===== src/srcf_pkg.sv =====
// Shared constants and helpers for the secure remote command frame link
package srcf_pkg;

    // ------------------------------------------------------------
    // Frame constants
    // ------------------------------------------------------------
    localparam logic [7:0] START_DELIM = 8'h7e;
    localparam logic [7:0] TYPE_PLAIN = 8'h17;
    localparam logic [7:0] TYPE_SECURE = 8'h18;
    localparam logic [7:0] RESP_TYPE = 8'h97;
    localparam logic [7:0] CSUM_BASE = 8'hff;
    localparam logic [7:0] RSV_HI = 8'hff;
    localparam logic [7:0] RSV_LO = 8'hfe;
    localparam logic [7:0] PW_ZERO_CHAR = 8'h30;
    localparam logic [7:0] PW_ZERO_LEN = 8'h01;
    localparam logic [15:0] APPLY_CMD_NAME = 16'h4143;
    localparam logic [15:0] FIXED_LEN = 16'h000f;
    localparam int OPT_APPLY_BIT = 1;
    localparam int PW_MAX = 16;
    localparam int PARAM_MAX = 8;
    localparam logic [7:0] DEST_LAST = 8'h07;
    localparam logic [7:0] PAIR_LAST = 8'h01;

    // ------------------------------------------------------------
    // Verdict codes
    // ------------------------------------------------------------
    localparam logic [2:0] RJ_NONE = 3'h0;
    localparam logic [2:0] RJ_CSUM = 3'h1;
    localparam logic [2:0] RJ_SHORT = 3'h2;
    localparam logic [2:0] RJ_LOCKED = 3'h3;
    localparam logic [2:0] RJ_PW = 3'h4;
    localparam logic [2:0] RJ_ENC = 3'h5;
    localparam logic [2:0] RJ_PEER = 3'h6;
    localparam logic [2:0] RJ_LONG = 3'h7;

    // ------------------------------------------------------------
    // Host register map
    // ------------------------------------------------------------
    localparam logic [7:0] REG_CTRL = 8'h00;
    localparam logic [7:0] REG_HDR = 8'h04;
    localparam logic [7:0] REG_DEST_HI = 8'h08;
    localparam logic [7:0] REG_DEST_LO = 8'h0c;
    localparam logic [7:0] REG_PW0 = 8'h10;
    localparam logic [7:0] REG_PW1 = 8'h14;
    localparam logic [7:0] REG_COUNTS = 8'h18;
    localparam logic [7:0] REG_PARAM = 8'h1c;
    localparam int CTRL_START_BIT = 0;
    localparam int CTRL_SECURE_BIT = 1;
    localparam int CTRL_BUSY_BIT = 2;
    localparam logic [3:0] HOST_PW_MAX = 4'h8;
    localparam logic [2:0] HOST_PARAM_MAX = 3'h4;

    function automatic logic [7:0] csum_of(input logic [7:0] s);
        return CSUM_BASE - s;
    endfunction

    function automatic logic [7:0] pick_byte(input logic [63:0] v, input logic [2:0] i);
        return v[{i, 3'b000} +: 8];
    endfunction

endpackage


===== src/srcf_link_if.sv =====
// Byte stream link between the host end and the device end
`timescale 1ns/1ps
interface srcf_link_if;
    logic byte_valid;
    logic [7:0] byte_data;

    modport host (
        output byte_valid,
        output byte_data
    );

    modport dev (
        input byte_valid,
        input byte_data
    );
endinterface


===== src/srcf_sum.sv =====
// Running 8-bit byte sum used for the frame checksum
`timescale 1ns/1ps
module srcf_sum (
    // Clock and reset
    input wire logic pclk,
    input wire logic presetn,
    // Control
    input wire logic clr,
    input wire logic add,
    input wire logic [7:0] data,
    // Result
    output logic [7:0] sum
);
    logic [7:0] sum_q;

    assign sum = sum_q;

    always_ff @(posedge pclk or negedge presetn) begin
        if (!presetn) begin
            sum_q <= 8'h00;
        end else if (clr) begin
            sum_q <= 8'h00;
        end else if (add) begin
            sum_q <= sum_q + data;
        end
    end
endmodule


===== src/srcf_dev_end.sv =====
// Device end: parses and polices secure and plain remote command frames
// Behaviour
// - type 0x18 at offset 3 marks secure
// - offset 4 frame id captured, output on frame_id
// - secure only: offset 5 password count, bytes follow
// - eight-byte destination, most significant first
// - option bit 1 set: apply immediately
// - bit 1 clear: hold until apply command
// - command name is two ASCII characters
// - parameters present write, absent query
// - host sends numeric parameters as binary
// - password set: reject plain 0x17 requests
// - password set: need match and encryption
// - password set: sender must have password
// - no password: plain requests accepted
// - no password: ASCII zero password accepted
// - frame starts with start delimiter byte
// - two-byte length, high byte first
// - checksum is 0xff minus byte sum
`timescale 1ns/1ps
module srcf_dev_end (
    // Clock and reset
    input wire logic pclk,
    input wire logic presetn,
    // Frame link
    srcf_link_if.dev link,
    // Local configuration
    input wire logic [7:0] pw_len_cfg,
    input wire logic [srcf_pkg::PW_MAX*8-1:0] pw_cfg,
    input wire logic enc_enable,
    input wire logic peer_pw_set,
    // Verdict
    output logic cmd_valid,
    output logic cmd_reject,
    output logic [2:0] reject_code,
    output logic is_write,
    output logic apply_now,
    output logic apply_req,
    output logic pending,
    // Parsed fields
    output logic [7:0] frame_type,
    output logic [7:0] frame_id,
    output logic [63:0] dest_addr,
    output logic [7:0] options,
    output logic [15:0] cmd_name,
    output logic [63:0] param,
    output logic [3:0] param_cnt
);
    // ------------------------------------------------------------
    // Parser state
    // ------------------------------------------------------------
    typedef enum logic [3:0] {
        S_IDLE, S_LENH, S_LENL, S_TYPE, S_ID, S_PWLEN, S_PW, S_DEST,
        S_RSV, S_OPT, S_CMD, S_PARAM, S_SKIP, S_CSUM
    } srcf_dev_st_t;

    srcf_dev_st_t st_q, st_d, nxt;
    logic in_v;
    logic [7:0] b;
    logic [15:0] rem_q;
    logic [7:0] len_hi_q, cnt_q, pw_len_q, type_q, id_q, opt_q;
    logic [63:0] dest_q, param_q;
    logic [15:0] cmd_q;
    logic [3:0] param_cnt_q;
    logic pw_ok_q, zero_ok_q, cmd_done_q, long_q;
    logic cmd_valid_q, cmd_reject_q, is_write_q, apply_now_q, apply_req_q, pending_q;
    logic [2:0] reject_code_q;
    logic [7:0] sum;
    logic data_st, last, sec, known, pw_byte_ok, cs_ok, pw_set, done_st, accept, is_apply;
    logic [2:0] code;

    assign in_v = link.byte_valid;
    assign b = link.byte_data;
    assign data_st = !(st_q inside {S_IDLE, S_LENH, S_LENL, S_CSUM});
    assign last = rem_q == 16'h0001;
    assign sec = type_q == srcf_pkg::TYPE_SECURE;
    assign known = sec || type_q == srcf_pkg::TYPE_PLAIN;
    assign pw_byte_ok = (cnt_q < 8'(srcf_pkg::PW_MAX)) && (b == pw_cfg[{cnt_q[3:0], 3'b000} +: 8]);
    assign cs_ok = b == srcf_pkg::csum_of(sum);
    assign pw_set = pw_len_cfg != 8'h00;
    assign done_st = in_v && st_q == S_CSUM && known;
    assign accept = done_st && code == srcf_pkg::RJ_NONE;
    assign is_apply = cmd_q == srcf_pkg::APPLY_CMD_NAME && param_cnt_q == 4'h0;

    // ------------------------------------------------------------
    // Next state
    // ------------------------------------------------------------
    always_comb begin
        nxt = st_q;
        unique case (st_q)
            S_IDLE: nxt = (b == srcf_pkg::START_DELIM) ? S_LENH : S_IDLE;
            S_LENH: nxt = S_LENL;
            S_LENL: nxt = ({len_hi_q, b} == 16'h0000) ? S_CSUM : S_TYPE;
            S_TYPE: nxt = (b == srcf_pkg::TYPE_PLAIN || b == srcf_pkg::TYPE_SECURE) ? S_ID : S_SKIP;
            S_ID: nxt = sec ? S_PWLEN : S_DEST;
            S_PWLEN: nxt = (b == 8'h00) ? S_DEST : S_PW;
            S_PW: nxt = (cnt_q == pw_len_q - 8'h01) ? S_DEST : S_PW;
            S_DEST: nxt = (cnt_q == srcf_pkg::DEST_LAST) ? S_RSV : S_DEST;
            S_RSV: nxt = (cnt_q == srcf_pkg::PAIR_LAST) ? S_OPT : S_RSV;
            S_OPT: nxt = S_CMD;
            S_CMD: nxt = (cnt_q == srcf_pkg::PAIR_LAST) ? S_PARAM : S_CMD;
            S_PARAM: nxt = S_PARAM;
            S_SKIP: nxt = S_SKIP;
            S_CSUM: nxt = S_IDLE;
        endcase
        st_d = st_q;
        if (in_v) begin
            st_d = (data_st && last) ? S_CSUM : nxt;
        end
    end

    always_ff @(posedge pclk or negedge presetn) begin
        if (!presetn) begin
            st_q <= S_IDLE;
            cnt_q <= 8'h00;
            rem_q <= 16'h0000;
        end else if (in_v) begin
            st_q <= st_d;
            cnt_q <= (st_d != st_q) ? 8'h00 : cnt_q + 8'h01;
            if (st_q == S_LENL) begin
                rem_q <= {len_hi_q, b};
            end else if (data_st) begin
                rem_q <= rem_q - 16'h0001;
            end
        end
    end

    srcf_sum u_sum (
        .pclk(pclk),
        .presetn(presetn),
        .clr(in_v && st_q == S_LENL),
        .add(in_v && data_st),
        .data(b),
        .sum(sum)
    );

    // ------------------------------------------------------------
    // Field capture
    // ------------------------------------------------------------
    always_ff @(posedge pclk or negedge presetn) begin
        if (!presetn) begin
            len_hi_q <= 8'h00;
            type_q <= 8'h00;
            id_q <= 8'h00;
            pw_len_q <= 8'h00;
            pw_ok_q <= 1'b0;
            zero_ok_q <= 1'b0;
            dest_q <= 64'h0;
            opt_q <= 8'h00;
            cmd_q <= 16'h0000;
            cmd_done_q <= 1'b0;
            param_q <= 64'h0;
            param_cnt_q <= 4'h0;
            long_q <= 1'b0;
        end else if (in_v) begin
            case (st_q)
                S_LENH: len_hi_q <= b;
                S_LENL: begin
                    type_q <= 8'h00;
                    cmd_done_q <= 1'b0;
                    long_q <= 1'b0;
                    param_cnt_q <= 4'h0;
                    param_q <= 64'h0;
                end
                S_TYPE: type_q <= b;
                S_ID: id_q <= b;
                S_PWLEN: begin
                    pw_len_q <= b;
                    pw_ok_q <= b == pw_len_cfg;
                    zero_ok_q <= b == srcf_pkg::PW_ZERO_LEN;
                end
                S_PW: begin
                    pw_ok_q <= pw_ok_q && pw_byte_ok;
                    zero_ok_q <= zero_ok_q && b == srcf_pkg::PW_ZERO_CHAR;
                end
                S_DEST: dest_q <= {dest_q[55:0], b};
                S_OPT: opt_q <= b;
                S_CMD: begin
                    cmd_q <= {cmd_q[7:0], b};
                    cmd_done_q <= cnt_q == srcf_pkg::PAIR_LAST;
                end
                S_PARAM: begin
                    if (param_cnt_q < 4'(srcf_pkg::PARAM_MAX)) begin
                        param_q <= {param_q[55:0], b};
                        param_cnt_q <= param_cnt_q + 4'h1;
                    end else begin
                        long_q <= 1'b1;
                    end
                end
                default: ;
            endcase
        end
    end

    // ------------------------------------------------------------
    // Checksum, length and password policy verdict
    // ------------------------------------------------------------
    always_comb begin
        code = srcf_pkg::RJ_NONE;
        if (!cs_ok) begin
            code = srcf_pkg::RJ_CSUM;
        end else if (!cmd_done_q) begin
            code = srcf_pkg::RJ_SHORT;
        end else if (long_q) begin
            code = srcf_pkg::RJ_LONG;
        end else if (!sec) begin
            if (pw_set) begin
                code = srcf_pkg::RJ_LOCKED;
            end
        end else if (pw_set) begin
            if (!pw_ok_q) begin
                code = srcf_pkg::RJ_PW;
            end else if (!enc_enable) begin
                code = srcf_pkg::RJ_ENC;
            end else if (!peer_pw_set) begin
                code = srcf_pkg::RJ_PEER;
            end
        end else if (!zero_ok_q) begin
            code = srcf_pkg::RJ_PW;
        end
    end

    always_ff @(posedge pclk or negedge presetn) begin
        if (!presetn) begin
            cmd_valid_q <= 1'b0;
            cmd_reject_q <= 1'b0;
            reject_code_q <= srcf_pkg::RJ_NONE;
            is_write_q <= 1'b0;
            apply_now_q <= 1'b0;
            apply_req_q <= 1'b0;
            pending_q <= 1'b0;
        end else begin
            cmd_valid_q <= accept;
            cmd_reject_q <= done_st && code != srcf_pkg::RJ_NONE;
            apply_req_q <= accept && is_apply;
            if (done_st) begin
                reject_code_q <= code;
                is_write_q <= param_cnt_q != 4'h0;
                apply_now_q <= opt_q[srcf_pkg::OPT_APPLY_BIT];
            end
            if (accept && is_apply) begin
                pending_q <= 1'b0;
            end else if (accept && param_cnt_q != 4'h0 && !opt_q[srcf_pkg::OPT_APPLY_BIT]) begin
                pending_q <= 1'b1;
            end
        end
    end

    assign cmd_valid = cmd_valid_q;
    assign cmd_reject = cmd_reject_q;
    assign reject_code = reject_code_q;
    assign is_write = is_write_q;
    assign apply_now = apply_now_q;
    assign apply_req = apply_req_q;
    assign pending = pending_q;
    assign frame_type = type_q;
    assign frame_id = id_q;
    assign dest_addr = dest_q;
    assign options = opt_q;
    assign cmd_name = cmd_q;
    assign param = param_q;
    assign param_cnt = param_cnt_q;
endmodule


===== src/flat_wrapper.sv =====
// flat-port wrapper written by rule: the top's interface ports become plain ports
module srcf_dev_end_flat 
  (pclk, presetn, pw_len_cfg, pw_cfg, enc_enable, peer_pw_set, cmd_valid, cmd_reject, reject_code, is_write, apply_now, apply_req, pending, frame_type, frame_id, dest_addr, options, cmd_name, param, param_cnt, link_byte_valid, link_byte_data);
  srcf_link_if link_i ();
  input wire logic pclk;
  input wire logic presetn;
  input wire logic [7:0] pw_len_cfg;
  input wire logic [srcf_pkg::PW_MAX*8-1:0] pw_cfg;
  input wire logic enc_enable;
  input wire logic peer_pw_set;
  output logic cmd_valid;
  output logic cmd_reject;
  output logic [2:0] reject_code;
  output logic is_write;
  output logic apply_now;
  output logic apply_req;
  output logic pending;
  output logic [7:0] frame_type;
  output logic [7:0] frame_id;
  output logic [63:0] dest_addr;
  output logic [7:0] options;
  output logic [15:0] cmd_name;
  output logic [63:0] param;
  output logic [3:0] param_cnt;
  input wire logic [$bits(link_i.byte_valid)-1:0] link_byte_valid;
  input wire logic [$bits(link_i.byte_data)-1:0] link_byte_data;
  assign link_i.byte_valid = link_byte_valid;
  assign link_i.byte_data = link_byte_data;
  srcf_dev_end u_core (.pclk(pclk), .presetn(presetn), .link(link_i), .pw_len_cfg(pw_len_cfg), .pw_cfg(pw_cfg), .enc_enable(enc_enable), .peer_pw_set(peer_pw_set), .cmd_valid(cmd_valid), .cmd_reject(cmd_reject), .reject_code(reject_code), .is_write(is_write), .apply_now(apply_now), .apply_req(apply_req), .pending(pending), .frame_type(frame_type), .frame_id(frame_id), .dest_addr(dest_addr), .options(options), .cmd_name(cmd_name), .param(param), .param_cnt(param_cnt));
endmodule

===== config.mk =====
export PLATFORM = sky130hd
export DESIGN_NAME = srcf_dev_end_flat
export DESIGN_NICKNAME = d
export VERILOG_FILES = /design/src/srcf_pkg.sv /design/src/srcf_link_if.sv /design/src/srcf_sum.sv /design/src/srcf_dev_end.sv /design/src/flat_wrapper.sv
export SDC_FILE = /design/constraint.sdc
export NUM_CORES = 1
export LEC_CHECK = 0
export BUFFER_PORTS_ARGS = -buffer_cell sky130_fd_sc_hd__buf_2
export CAP_MARGIN = 15
export CELL_PAD_IN_SITES_DETAIL_PLACEMENT = 1
export CELL_PAD_IN_SITES_GLOBAL_PLACEMENT = 1
export CORE_MARGIN = 5
export CORE_UTILIZATION = 45
export CTS_BUF_LIST = sky130_fd_sc_hd__clkbuf_8
export CTS_CLUSTER_SIZE = 40
export DETAILED_ROUTE_END_ITERATION = 12
export GPL_TIMING_DRIVEN = 0
export HOLD_SLACK_MARGIN = 0.15
export PLACE_DENSITY = 0.85
export SLEW_MARGIN = 25
export SYNTH_ARGS = -nofsm -noshare
export SYNTH_HDL_FRONTEND = slang
export SYNTH_HIERARCHICAL = 1
export SYNTH_SLANG_ARGS = --single-unit

===== constraint.sdc =====
create_clock -name pclk -period 4.2 [get_ports pclk]
set_input_delay 0.21 -clock pclk [delete_from_list [all_inputs] [get_ports pclk]]
set_output_delay 0.21 -clock pclk [all_outputs]
set_load 0.005 [all_outputs]

==> results.yml, run 1 <==
global_route:
  grt_util_all_layers: 0.280
  overflow: 0
  grt_first_pass_wirelength_mm: 69.3
  first_global_vias: 12300
  largest_net_degree_at_the_start_of_global_routing: 82
  grt_antenna_before_repair: 1
synthesis:
  post_synth_mux_area_share: 0.174
  postSynthNetCount: 1317
  postSynthAreaPerCell_um2: 10.7
  synth-seq-cells: 237
  post_synth_simple_gate_area: 0.149
  synth_xor_area_frac: 0.0312
  post_synth_fa_ha_maj_area_fraction: 0.0158
  synth_compound_gate_area_share: 0.112
  synth_enable_flop_cells: 0
  post_synth_inst_count: 1153
  async_flop_share: 1.00
  yosysSeqAreaShare: 0.481
  yosys_most_used_dff: "sky130_fd_sc_hd__dfrtp_1"
  dominant_combinational_cell_family_by_area_after_synthesis: "multiplexers"
  yosys_warnings: 6
  synth_cell_types: 79
  netlist_area_mm2: 0.0123
timing:
  skew_ns: 0.0199
  min_period_ns: 3.68
  finalSetupTns_ns: 0
  grt_setup_unrepaired: "false"
  finalSetupViolations: 0
  final_max_slew_viol_count: 0
  max_slew_margin: 0.290
  postLayoutSetupSlackWorst_ns: 0.519
  hold_slack_ns: 0.197
  hold_violations: 0
  timing_worst_slew_pin_value_ns: 1.06
  min_period_over_period: 0.876
  clock.fmax_mhz: 272
clock_tree:
  clock_insertion_delay_worst_skew_ns: 0.55
  postcts_resize_cnt: 0
  cts_inserted_buffers: 41
  cts_setup_buffers: 0
  cts.clk_slew.worst_paths_ns: 0.07
  tritoncts: "built"
  cts_max_path_buffers: 3
  cts_root_buf: "sky130_fd_sc_hd__clkbuf_8"
  sinks_on_clock_net: 237
  cts.htree.levels: 2
setup_path:
  critical_setup_path_class: "flop to flop"
  cp_slowest_stage_delay_ns: 0.58
  path_max_fanout: 10
  top_family_by_delay_on_critical_path: "simple AND/OR/NAND/NOR gates"
  cp_num_buf_inv: 3
  critPathSlowestCell: "sky130_fd_sc_hd__buf_1"
  setup.worst_path.start_class: "flop"
  critical_path_required_ns: 4.64
  path_cells: "buf_2 > buf_1 > inv_1 > ha_1 > nor4bb_1 > and3_1 > nor4_1 > a31oi_1 > nor4_4 > nand3_4 > o22ai_1"
  cp-end-kind: "flop"
  timing.critical_path.arrival_ns: 4.12
worst_hold_path:
  min-delay-path-class: "primary input to flop"
drt:
  post-route-drc-count: 0
  first_iter_violations: 788
  totalWireLength_mm: 44.3
  number_of_vias_per_cell: 5.88
  drtAntennaViolNets: 0
  detail_route.wl_per_cell_um: 23.3
  routed-via-count: 11200
  drt_pass1_iterations: 5
power_and_ir_drop:
  p_total_w: 0.00824
  worst_ir_drop_vdd_mv: 0.290
  pwr_density_cell_mw_per_mm2: 535
  power.leakage_nw: 7.45
floorplan:
  num_rows: 60
  io_pins: 330
  floorplan.initialDensity: 0.458
  die_span_y_um: 176
  dieArea_mm2: 0.0308
  fp.dieW_um: 176
  area_of_the_core_region_mm2: 0.0270
final_layout:
  syn2layout_area_growth_pct: 24.7
  antenna_cells: 0
  nNetsFinal: 1693
  num-fill-cells: 3082
  final-instance-count-excl-fill: 1903
  layout-drive-gt1-share: 0.364
placement:
  dp_cells: 1825
  dpl.hpwl_mm: 32.5
  post-place-ws_ns: 0.663
  globalplace.congestion: 0.944
  io_buffers: 329
flow_run:
  drv.max_cap_violation_count: 0
outcome:
  status: "complete, no violations"
## power by group
group | switching [W] | internal [W] | leakage, nW
Combinational | 0.00146 | 0.00124 | 3.79
Clock | 0.000998 | 0.00126 | 0.504
Sequential | 0.000514 | 0.00277 | 3.15
Total | 0.00297 | 0.00527 | 7.45
## state kept, by name, summed over array words and instances, names as in the netlist
register,flops
u_core/rem_q,16
u_core/frame_type,8
u_core/st_q,4
u_core/apply_now,1
u_core/param,64
u_core/cmd_done_q,1
u_core/options,8
u_core/cmd_name,16
u_core/apply_req,1
u_core/u_sum/sum,8
u_core/reject_code,3
u_core/dest_addr,64
u_core/cmd_reject,1
u_core/len_hi_q,8
u_core/frame_id,8
u_core/cmd_valid,1
u_core/pending,1
u_core/zero_ok_q,1
u_core/long_q,1
u_core/param_cnt,4
u_core/cnt_q,8
u_core/is_write,1
u_core/pw_ok_q,1
u_core/pw_len_q,8
## area by class of cell
type,count,area (um^2),share of cell area
multi-input cells,813,5970,0.388
flip-flops and latches,237,5930,0.385
repair buffers,333,1730,0.113
clock buffers,49,674,0.0438
well taps,341,427,0.0277
plain buffers,80,359,0.0233
clock inverters,27,208,0.0135
inverters,23,86.3,0.00561
## layer usage
metal  global-route usage  vias up  share of wire
met5                    0        -        0.00029
met4                0.103        2          0.035
met3               0.0553       95          0.063
met2                0.481      439           0.50
met1                0.351     5684           0.40
li1                     -     4965              -
## stage by stage
stage,util,instance area (um^2)
after detailed placement,0.537,14500
after floorplan,-,12300
after global placement,0.535,14400
after global routing,0.571,15400
after CTS,0.571,15400
final,0.571,15400
## synthesized netlist by cell type (5+ instances only)
cell type                  count  area, um^2
sky130_fd_sc_hd__o31ai_1       6        45.0
sky130_fd_sc_hd__nor4_1       18         113
sky130_fd_sc_hd__mux4_1        7         184
sky130_fd_sc_hd__nor2_1       47         176
sky130_fd_sc_hd__a21oi_1      41         205
sky130_fd_sc_hd__o21ai_0      98         490
sky130_fd_sc_hd__nor4b_1       7        61.3
sky130_fd_sc_hd__xor2_1       27         236
sky130_fd_sc_hd__mux2i_1      11         110
sky130_fd_sc_hd__nand2b_1      6        37.5
sky130_fd_sc_hd__nand3_1      21         105
sky130_fd_sc_hd__nand2_1     182         683
sky130_fd_sc_hd__inv_1        21        78.8
sky130_fd_sc_hd__nand4_1      19         119
sky130_fd_sc_hd__ha_1         14         175
sky130_fd_sc_hd__o22ai_1       8        50.1
sky130_fd_sc_hd__buf_2         9        45.0
sky130_fd_sc_hd__a41oi_1       5        43.8
sky130_fd_sc_hd__a211oi_1      7        52.6
sky130_fd_sc_hd__mux4_2       26         586
sky130_fd_sc_hd__clkbuf_1     61         229
sky130_fd_sc_hd__xnor2_1      17         149
sky130_fd_sc_hd__nor3_1       22         110
sky130_fd_sc_hd__dfrtp_1     237        5930
sky130_fd_sc_hd__a22o_1        8        70.1
sky130_fd_sc_hd__a31oi_1       7        43.8
sky130_fd_sc_hd__mux2_2      113        1270
sky130_fd_sc_hd__and3_1        6        37.5
## worst register-to-register path, stage by stage, from the launching register on
cell and delay, ns:
sky130_fd_sc_hd__dfrtp_1 0.41, sky130_fd_sc_hd__buf_2 0.32, sky130_fd_sc_hd__buf_1 0.59, sky130_fd_sc_hd__inv_1 0.16
sky130_fd_sc_hd__ha_1 0.23, sky130_fd_sc_hd__nor4bb_1 0.15, sky130_fd_sc_hd__and3_1 0.26, sky130_fd_sc_hd__nor4_1 0.41
sky130_fd_sc_hd__a31oi_1 0.20, sky130_fd_sc_hd__nor4_4 0.41, sky130_fd_sc_hd__nand3_4 0.18, sky130_fd_sc_hd__o22ai_1 0.28
## worst paths after layout
check | start | to | slack (ns) | cells past startpoint
worst max-delay path | u_core/cnt_q[1] | u_core/cnt_q[2] | 0.52 | 11
worst min-delay path | link_byte_data[1] | u_core/u_sum/sum[1] | 0.20 | 4
worst max register to register | u_core/cnt_q[1] | u_core/cnt_q[2] | 0.52 | 11
worst min register to register | u_core/reject_code[1] | u_core/reject_code[1] | 0.48 | 2
max in group asynchronous | presetn | u_core/dest_addr[37] | 2.74 | 4
min in group asynchronous | presetn | u_core/u_sum/sum[4] | 0.22 | 2
## kinds of logic (layout without fill, tap and decap cells)
| kind of cell | count (synthesis) | in the layout |
|---|---|---|
| adders and majority gates | 15 | 15 |
| and+or+nand+nor | 372 | 372 |
| DFF | 237 | 237 |
| muxes | 157 | 157 |
| buffers and inverters | 103 | 512 |
| AOI/OAI and AO/OA | 225 | 225 |
| xor gates and xnor gates | 44 | 44 |
## repair_timing
action,in CTS,in global routing
hold endpoints to repair,81,0
endpoints found under the setup margin,0,0
hold buffers,2,0
## layout by cell type, fill, tap and decap left out, drive strengths merged, types with 8 or more instances in the layout
master  count
buf       349
nor3       25
a211oi      8
nor2       47
inv        37
o21ai     101
nand4      19
clkbuf    111
mux2      113
clkinv      8
xnor2      17
nand2     183
nand3      22
mux4       33
a21oi      42
ha         14
o22ai       8
nor4       21
dfrtp     237
mux2i      11
a22o        8
xor2       27
Note: power is estimated with default switching activity, not from simulation.
==> run 2, diff against run 1 <==
- CORE_UTILIZATION: 45 -> 40
- PLACE_DENSITY: 0.85 -> 0.76
==> run 2 against run 1 <==
Effect of this change:
- die area increased by 12%
- cell count increased by 2.7%
- sequential cell count unchanged
- worst hold slack worse by 0.019 ns
- worst setup slack better by 0.20 ns
- utilization shrank 6.5 points
- non-clock buffer count increased by 1
- clock skew grew 0.0058 ns
- critical endpoint unchanged
==> results.yml, run 2 (synthesis gave the netlist of run 1 again) <==
floorplan:
  dieArea_mm2: 0.0345
  area_of_the_core_region_mm2: 0.0305
  num_rows: 64
  fp.dieW_um: 186
  io_pins: 330
  die_span_y_um: 186
  floorplan.initialDensity: 0.404
setup_path:
  critical_path_required_ns: 4.63
  setup.worst_path.start_class: "flop"
  cp_slowest_stage_delay_ns: 0.52
  path_cells: "buf_2 > buf_1 > inv_1 > ha_1 > nor4bb_1 > and3_1 > nor4_1 > a31oi_1 > nor4_4 > nand3_4 > o22ai_1"
  cp-end-kind: "flop"
  timing.critical_path.arrival_ns: 3.91
  ff2ff_path_depth: 11
  r2r-start: "u_core/cnt_q[1]"
  critPathSlowestCell: "sky130_fd_sc_hd__buf_1"
  critical_setup_path_class: "flop to flop"
  r2r_setup_slack_ns: 0.72
  path_max_fanout: 10
  r2r_end: "u_core/cnt_q[2]"
placement:
  globalplace.congestion: 0.910
  io_buffers: 329
  dpl.hpwl_mm: 31.0
timing:
  hold_violations: 0
  skew_ns: 0.0257
  finalSetupTns_ns: 0
  clock.fmax_mhz: 287
  grt_setup_unrepaired: "false"
  min_period_over_period: 0.829
  final_max_slew_viol_count: 0
  max_slew_margin: 0.318
  finalSetupViolations: 0
  min_period_ns: 3.48
  timing_worst_slew_pin_value_ns: 1.02
final_layout:
  final_core_utilization: 0.506
  final_cell_mix: "sky130_fd_sc_hd__buf_2 (337), sky130_fd_sc_hd__dfrtp_1 (237), sky130_fd_sc_hd__nand2_1 (182)"
  nNetsFinal: 1696
  layout-drive-gt1-share: 0.363
  syn2layout_area_growth_pct: 25.1
  layout.cells.most_common: "sky130_fd_sc_hd__buf_2"
global_route:
  grt_first_pass_wirelength_mm: 64.2
  first_global_vias: 11500
  largest_net_degree_at_the_start_of_global_routing: 94
  grt_util_all_layers: 0.234
  grt_antenna_before_repair: 2
  overflow: 0
drt:
  post-route-drc-count: 0
  detail_route.wl_per_cell_um: 21.3
  first_iter_violations: 519
  drt_pass1_iterations: 5
  routed-via-count: 10800
  totalWireLength_mm: 41.6
  drtAntennaViolNets: 0
  number_of_vias_per_cell: 5.54
power_and_ir_drop:
  fraction_of_power_spent_switching_nets: 0.352
  p_int_w: 0.00524
  pwr_density_cell_mw_per_mm2: 524
  power.share.sequential: 0.402
  clock_power_share: 0.271
  power.switching_w: 0.00285
  combPwrFrac: 0.327
  worst_ir_drop_vdd_mv: 0.287
  power.leakage_nw: 7.43
clock_tree:
  cts_max_path_buffers: 3
  cts.htree.levels: 2
  cts_root_buf: "sky130_fd_sc_hd__clkbuf_8"
  postcts_resize_cnt: 0
  cts_setup_buffers: 0
  tritoncts: "built"
  cts.clk_slew.worst_paths_ns: 0.06
  cts.hold.buffers_added: 2
  clock_insertion_delay_worst_skew_ns: 0.55
  cts_inserted_buffers: 43
  sinks_on_clock_net: 237
outcome:
  status: "complete, no violations"
worst_hold_path:
  min-delay-path-class: "primary input to async pin"
flow_run:
  drv.max_cap_violation_count: 0
-- run 2: changes by cell type in the layout (fill, tap and decap cells not counted), sizes merged --
cell / change
diode: +1
bufinv: -2
buf: +1
clkinv: -5
inv: -2
clkinvlp: -2
clkbuf: +6
-- run 2: power groups by stage --
| stage | sequential (W) | clock (W) | combinational, W |
|---|---|---|---|
| after detailed placement | 0.00329 | 0 | 0.00265 |
| after global placement | 0.00326 | 0 | 0.00255 |
| final | 0.00325 | 0.00219 | 0.00265 |
| after global routing | 0.00332 | 0.00237 | 0.00290 |
| after CTS | 0.00325 | 0.00225 | 0.00267 |
| after floorplan | 0.00317 | 0 | 0.00171 |
-- run 2: worst max path at each step --
stage | start | to | depth (start not counted)
final | u_core/cnt_q[1] | u_core/cnt_q[2] | 11
after global routing | u_core/cnt_q[1] | u_core/cnt_q[2] | 11
after CTS | u_core/st_q[2] | u_core/u_sum/sum[5] | 9
after detailed placement | u_core/cnt_q[1] | u_core/cnt_q[2] | 11
after global placement | presetn | u_core/dest_addr[48] | 1
after floorplan | u_core/cnt_q[1] | u_core/cnt_q[3] | 11
-- run 2: worst max-delay path: cells and delay by family, from the launching register on --
family | cells | cell delay [ns]
compound gates | 2 | 0.46
fa+ha+maj | 1 | 0.21
buf+inv | 3 | 0.96
flops | 1 | 0.42
simple gates | 5 | 1.31
-- run 2: area by class of cell --
| type | instances | area (um^2) |
|---|---|---|
| fillers | 3485 | 15100 |
| diodes | 1 | 2.50 |
| multi-input cells | 813 | 5970 |
| well taps | 396 | 495 |
| clock buffers | 55 | 757 |
| plain buffers | 80 | 359 |
| repair buffers | 334 | 1740 |
| flip-flops and latches | 237 | 5930 |
| inverters | 23 | 86.3 |
| clock inverters | 16 | 97.6 |
-- run 2: stage by stage --
stage / instances / power (W) / setup slack, ns / area (um^2) / hold WS [ns]
floorplan: 1153 / 0.00488 / 1.57 / 12300 / -0.0856
global placement: 1878 / 0.00581 / -1.49 / 14500 / 0.462
detailed placement: 1881 / 0.00594 / 0.775 / 14600 / 0.201
CTS: 1954 / 0.00817 / 0.746 / 15400 / 0.159
global route: 1955 / 0.00859 / 0.595 / 15400 / 0.196
finish: 1955 / 0.00810 / 0.719 / 15400 / 0.178
-- run 2: layer usage --
layer  up-vias  track usage  routed length, um
met5         -            0                 13
met4         2       0.0670               1040
met3        74       0.0475               2790
met2       356        0.403              20500
met1      5453        0.301              17300
li1       4937            -                  -
==> run 3, diff against run 2 <==
- CORE_UTILIZATION: 40 -> 38
- clock period: 4.2 -> 3.15 ns (I/O delays scaled with it)
==> run 3 against run 2 <==
Effect of this change:
- clock-buffer cell count decreased by 5
- combinational power increased by 36%
- die area increased by 5.0%
- worst setup slack got worse by 0.50 ns
- utilization decreased by 2.6 points
- via count increased by 1.3%
- sequential cell count unchanged
- cell area increased by 0.32%
- first-iteration DRC count decreased by 0.96%
- cell count increased by 2.4%
- clock power increased by 23%
==> results.yml, run 3 (synthesis gave the netlist of run 1 again) <==
power_and_ir_drop:
  clock_power_share: 0.254
  combPwrFrac: 0.339
  power.leakage_nw: 7.43
  fraction_of_power_spent_switching_nets: 0.362
  power.share.sequential: 0.408
  pwr_density_cell_mw_per_mm2: 686
  p_int_w: 0.00679
  worst_ir_drop_vdd_mv: 0.315
  power.switching_w: 0.00384
drt:
  wire_length_on_met1_mm: 17.2
  routed-via-count: 11000
  route.met2.wl_mm: 21.6
  post-route-drc-count: 0
  detail_route.wl_per_cell_um: 21.6
  drt_pass1_iterations: 4
  number_of_vias_per_cell: 5.48
  topRoutingLayerUsed: "met5"
  totalWireLength_mm: 43.3
  drtAntennaViolNets: 0
  first_iter_violations: 514
  detailroute.wirelength.met3_mm: 2.63
floorplan:
  dieArea_mm2: 0.0362
  io_pins: 330
  fp.dieW_um: 190
  floorplan.initialDensity: 0.382
  num_rows: 66
  die_span_y_um: 190
  area_of_the_core_region_mm2: 0.0323
timing:
  max_slew_margin: 0.275
  min_period_ns: 2.93
  postLayoutSetupSlackWorst_ns: 0.222
  skew_ns: 0.0131
  finalSetupViolations: 0
  hold_violations: 0
  final_max_slew_viol_count: 0
  clock.fmax_mhz: 342
  timing_worst_slew_pin_value_ns: 1.09
  min_period_over_period: 0.929
  grt_setup_unrepaired: "false"
clock_tree:
  cts_max_path_buffers: 3
  cts_inserted_buffers: 41
  cts.clk_slew.worst_paths_ns: 0.06
  cts.htree.levels: 2
  cts_root_buf: "sky130_fd_sc_hd__clkbuf_8"
  tritoncts: "built"
  sinks_on_clock_net: 237
  cts_setup_buffers: 0
  clock_insertion_delay_worst_skew_ns: 0.53
global_route:
  overflow: 0
  grt_first_pass_wirelength_mm: 67.1
  largest_net_degree_at_the_start_of_global_routing: 89
  grt_util_all_layers: 0.234
  grt_antenna_before_repair: 2
  first_global_vias: 11700
placement:
  dpl-instance-area_mm2: 0.0146
  globalplace.congestion: 0.893
  dpl.hpwl_mm: 32.4
  dp_cells: 1927
  post-place-ws_ns: -0.289
  io_buffers: 329
worst_hold_path:
  holdPathStages: 5
  min-delay-path-class: "primary input to flop"
  holdCritStartpoint: "pw_len_cfg[3]"
setup_path:
  worst_setup_path_startpoint: "u_core/st_q[3]"
  critical_path_required_ns: 3.56
  cp-end-kind: "flop"
  r2r-start: "u_core/st_q[3]"
  r2r_setup_slack_ns: 0.22
  critical_setup_path_class: "flop to flop"
  timing.critical_path.arrival_ns: 3.34
  path_max_fanout: 10
  setup.worst_path.start_class: "flop"
  ff2ff_path_depth: 6
final_layout:
  final-instance-count-excl-fill: 2002
  num-fill-cells: 3675
  syn2layout_area_growth_pct: 25.5
  nNetsFinal: 1695
  final_cell_mix: "sky130_fd_sc_hd__buf_2 (336), sky130_fd_sc_hd__dfrtp_1 (237), sky130_fd_sc_hd__nand2_1 (182)"
  final_core_utilization: 0.480
  layout-drive-gt1-share: 0.364
  finished_layout_cell_area_mm2: 0.0155
  layout.cells.most_common: "sky130_fd_sc_hd__buf_2"
outcome:
  status: "complete, no violations"
flow_run:
  drv.max_cap_violation_count: 0
## run 3: power groups by stage
| stage | Combinational [W] | Sequential (W) | Clock [W] |
|---|---|---|---|
| floorplan | 0.00228 | 0.00423 | 0 |
| global placement | 0.00345 | 0.00435 | 0 |
| detailed placement | 0.00359 | 0.00438 | 0 |
| CTS | 0.00361 | 0.00434 | 0.00278 |
| global route | 0.00396 | 0.00444 | 0.00292 |
| finish | 0.00360 | 0.00433 | 0.00270 |
## run 3: path summary, 6_finish.rpt
kind / to
hold / removal: u_core/pw_ok_q
min in group asynchronous: u_core/param[19]
setup reg to reg: u_core/cmd_name[10]
max in group asynchronous: u_core/dest_addr[26]
setup / recovery: u_core/cmd_name[10]
hold reg to reg: u_core/reject_code[1]
## run 3: repair_timing
action,CTS,global route
hold buffers,4,0
endpoints found under the hold margin,153,0
endpoints found under the setup margin,19,9
gates resized for setup,3,4
## run 3: area by class of cell
cell class | count | area, um^2 | area share
antenna | 1 | 2.50 | 0.000162
buffer | 79 | 360 | 0.0233
clock buffer | 50 | 688 | 0.0444
clock inverter | 21 | 88.8 | 0.00574
inverter | 23 | 86.3 | 0.00557
multi-input combinational | 813 | 6000 | 0.387
sequential | 237 | 5930 | 0.383
tap | 442 | 553 | 0.0357
timing repair buffer | 336 | 1780 | 0.115
## run 3: worst max-delay path, cell delays in order (launching register included)
cell and delay [ns]:
sky130_fd_sc_hd__dfrtp_1 0.37, sky130_fd_sc_hd__clkbuf_1 0.39, sky130_fd_sc_hd__nor2b_1 0.27, sky130_fd_sc_hd__nand2_1 0.18, sky130_fd_sc_hd__nor2_1 0.62, sky130_fd_sc_hd__clkbuf_1 0.55, sky130_fd_sc_hd__mux2_2 0.41
## run 3: through the flow
| step | hold WS [ns] | total power [W] | setup TNS, ns |
|---|---|---|---|
| 2_1_floorplan | -0.138 | 0.00651 | 0 |
| 3_3_place_gp | 0.460 | 0.00780 | -583.15 |
| 3_5_place_dp | 0.207 | 0.00796 | -1.83 |
| 4_1_cts | 0.159 | 0.0107 | 0 |
| 5_1_grt | 0.203 | 0.0113 | 0 |
| 6_report | 0.193 | 0.0106 | 0 |
## run 3: routing by layer
metal / global-route usage / vias up
li1: - / 4956
met1: 0.285 / 5487
met2: 0.408 / 414
met3: 0.0459 / 104
met4: 0.0956 / 2
met5: 0 / -
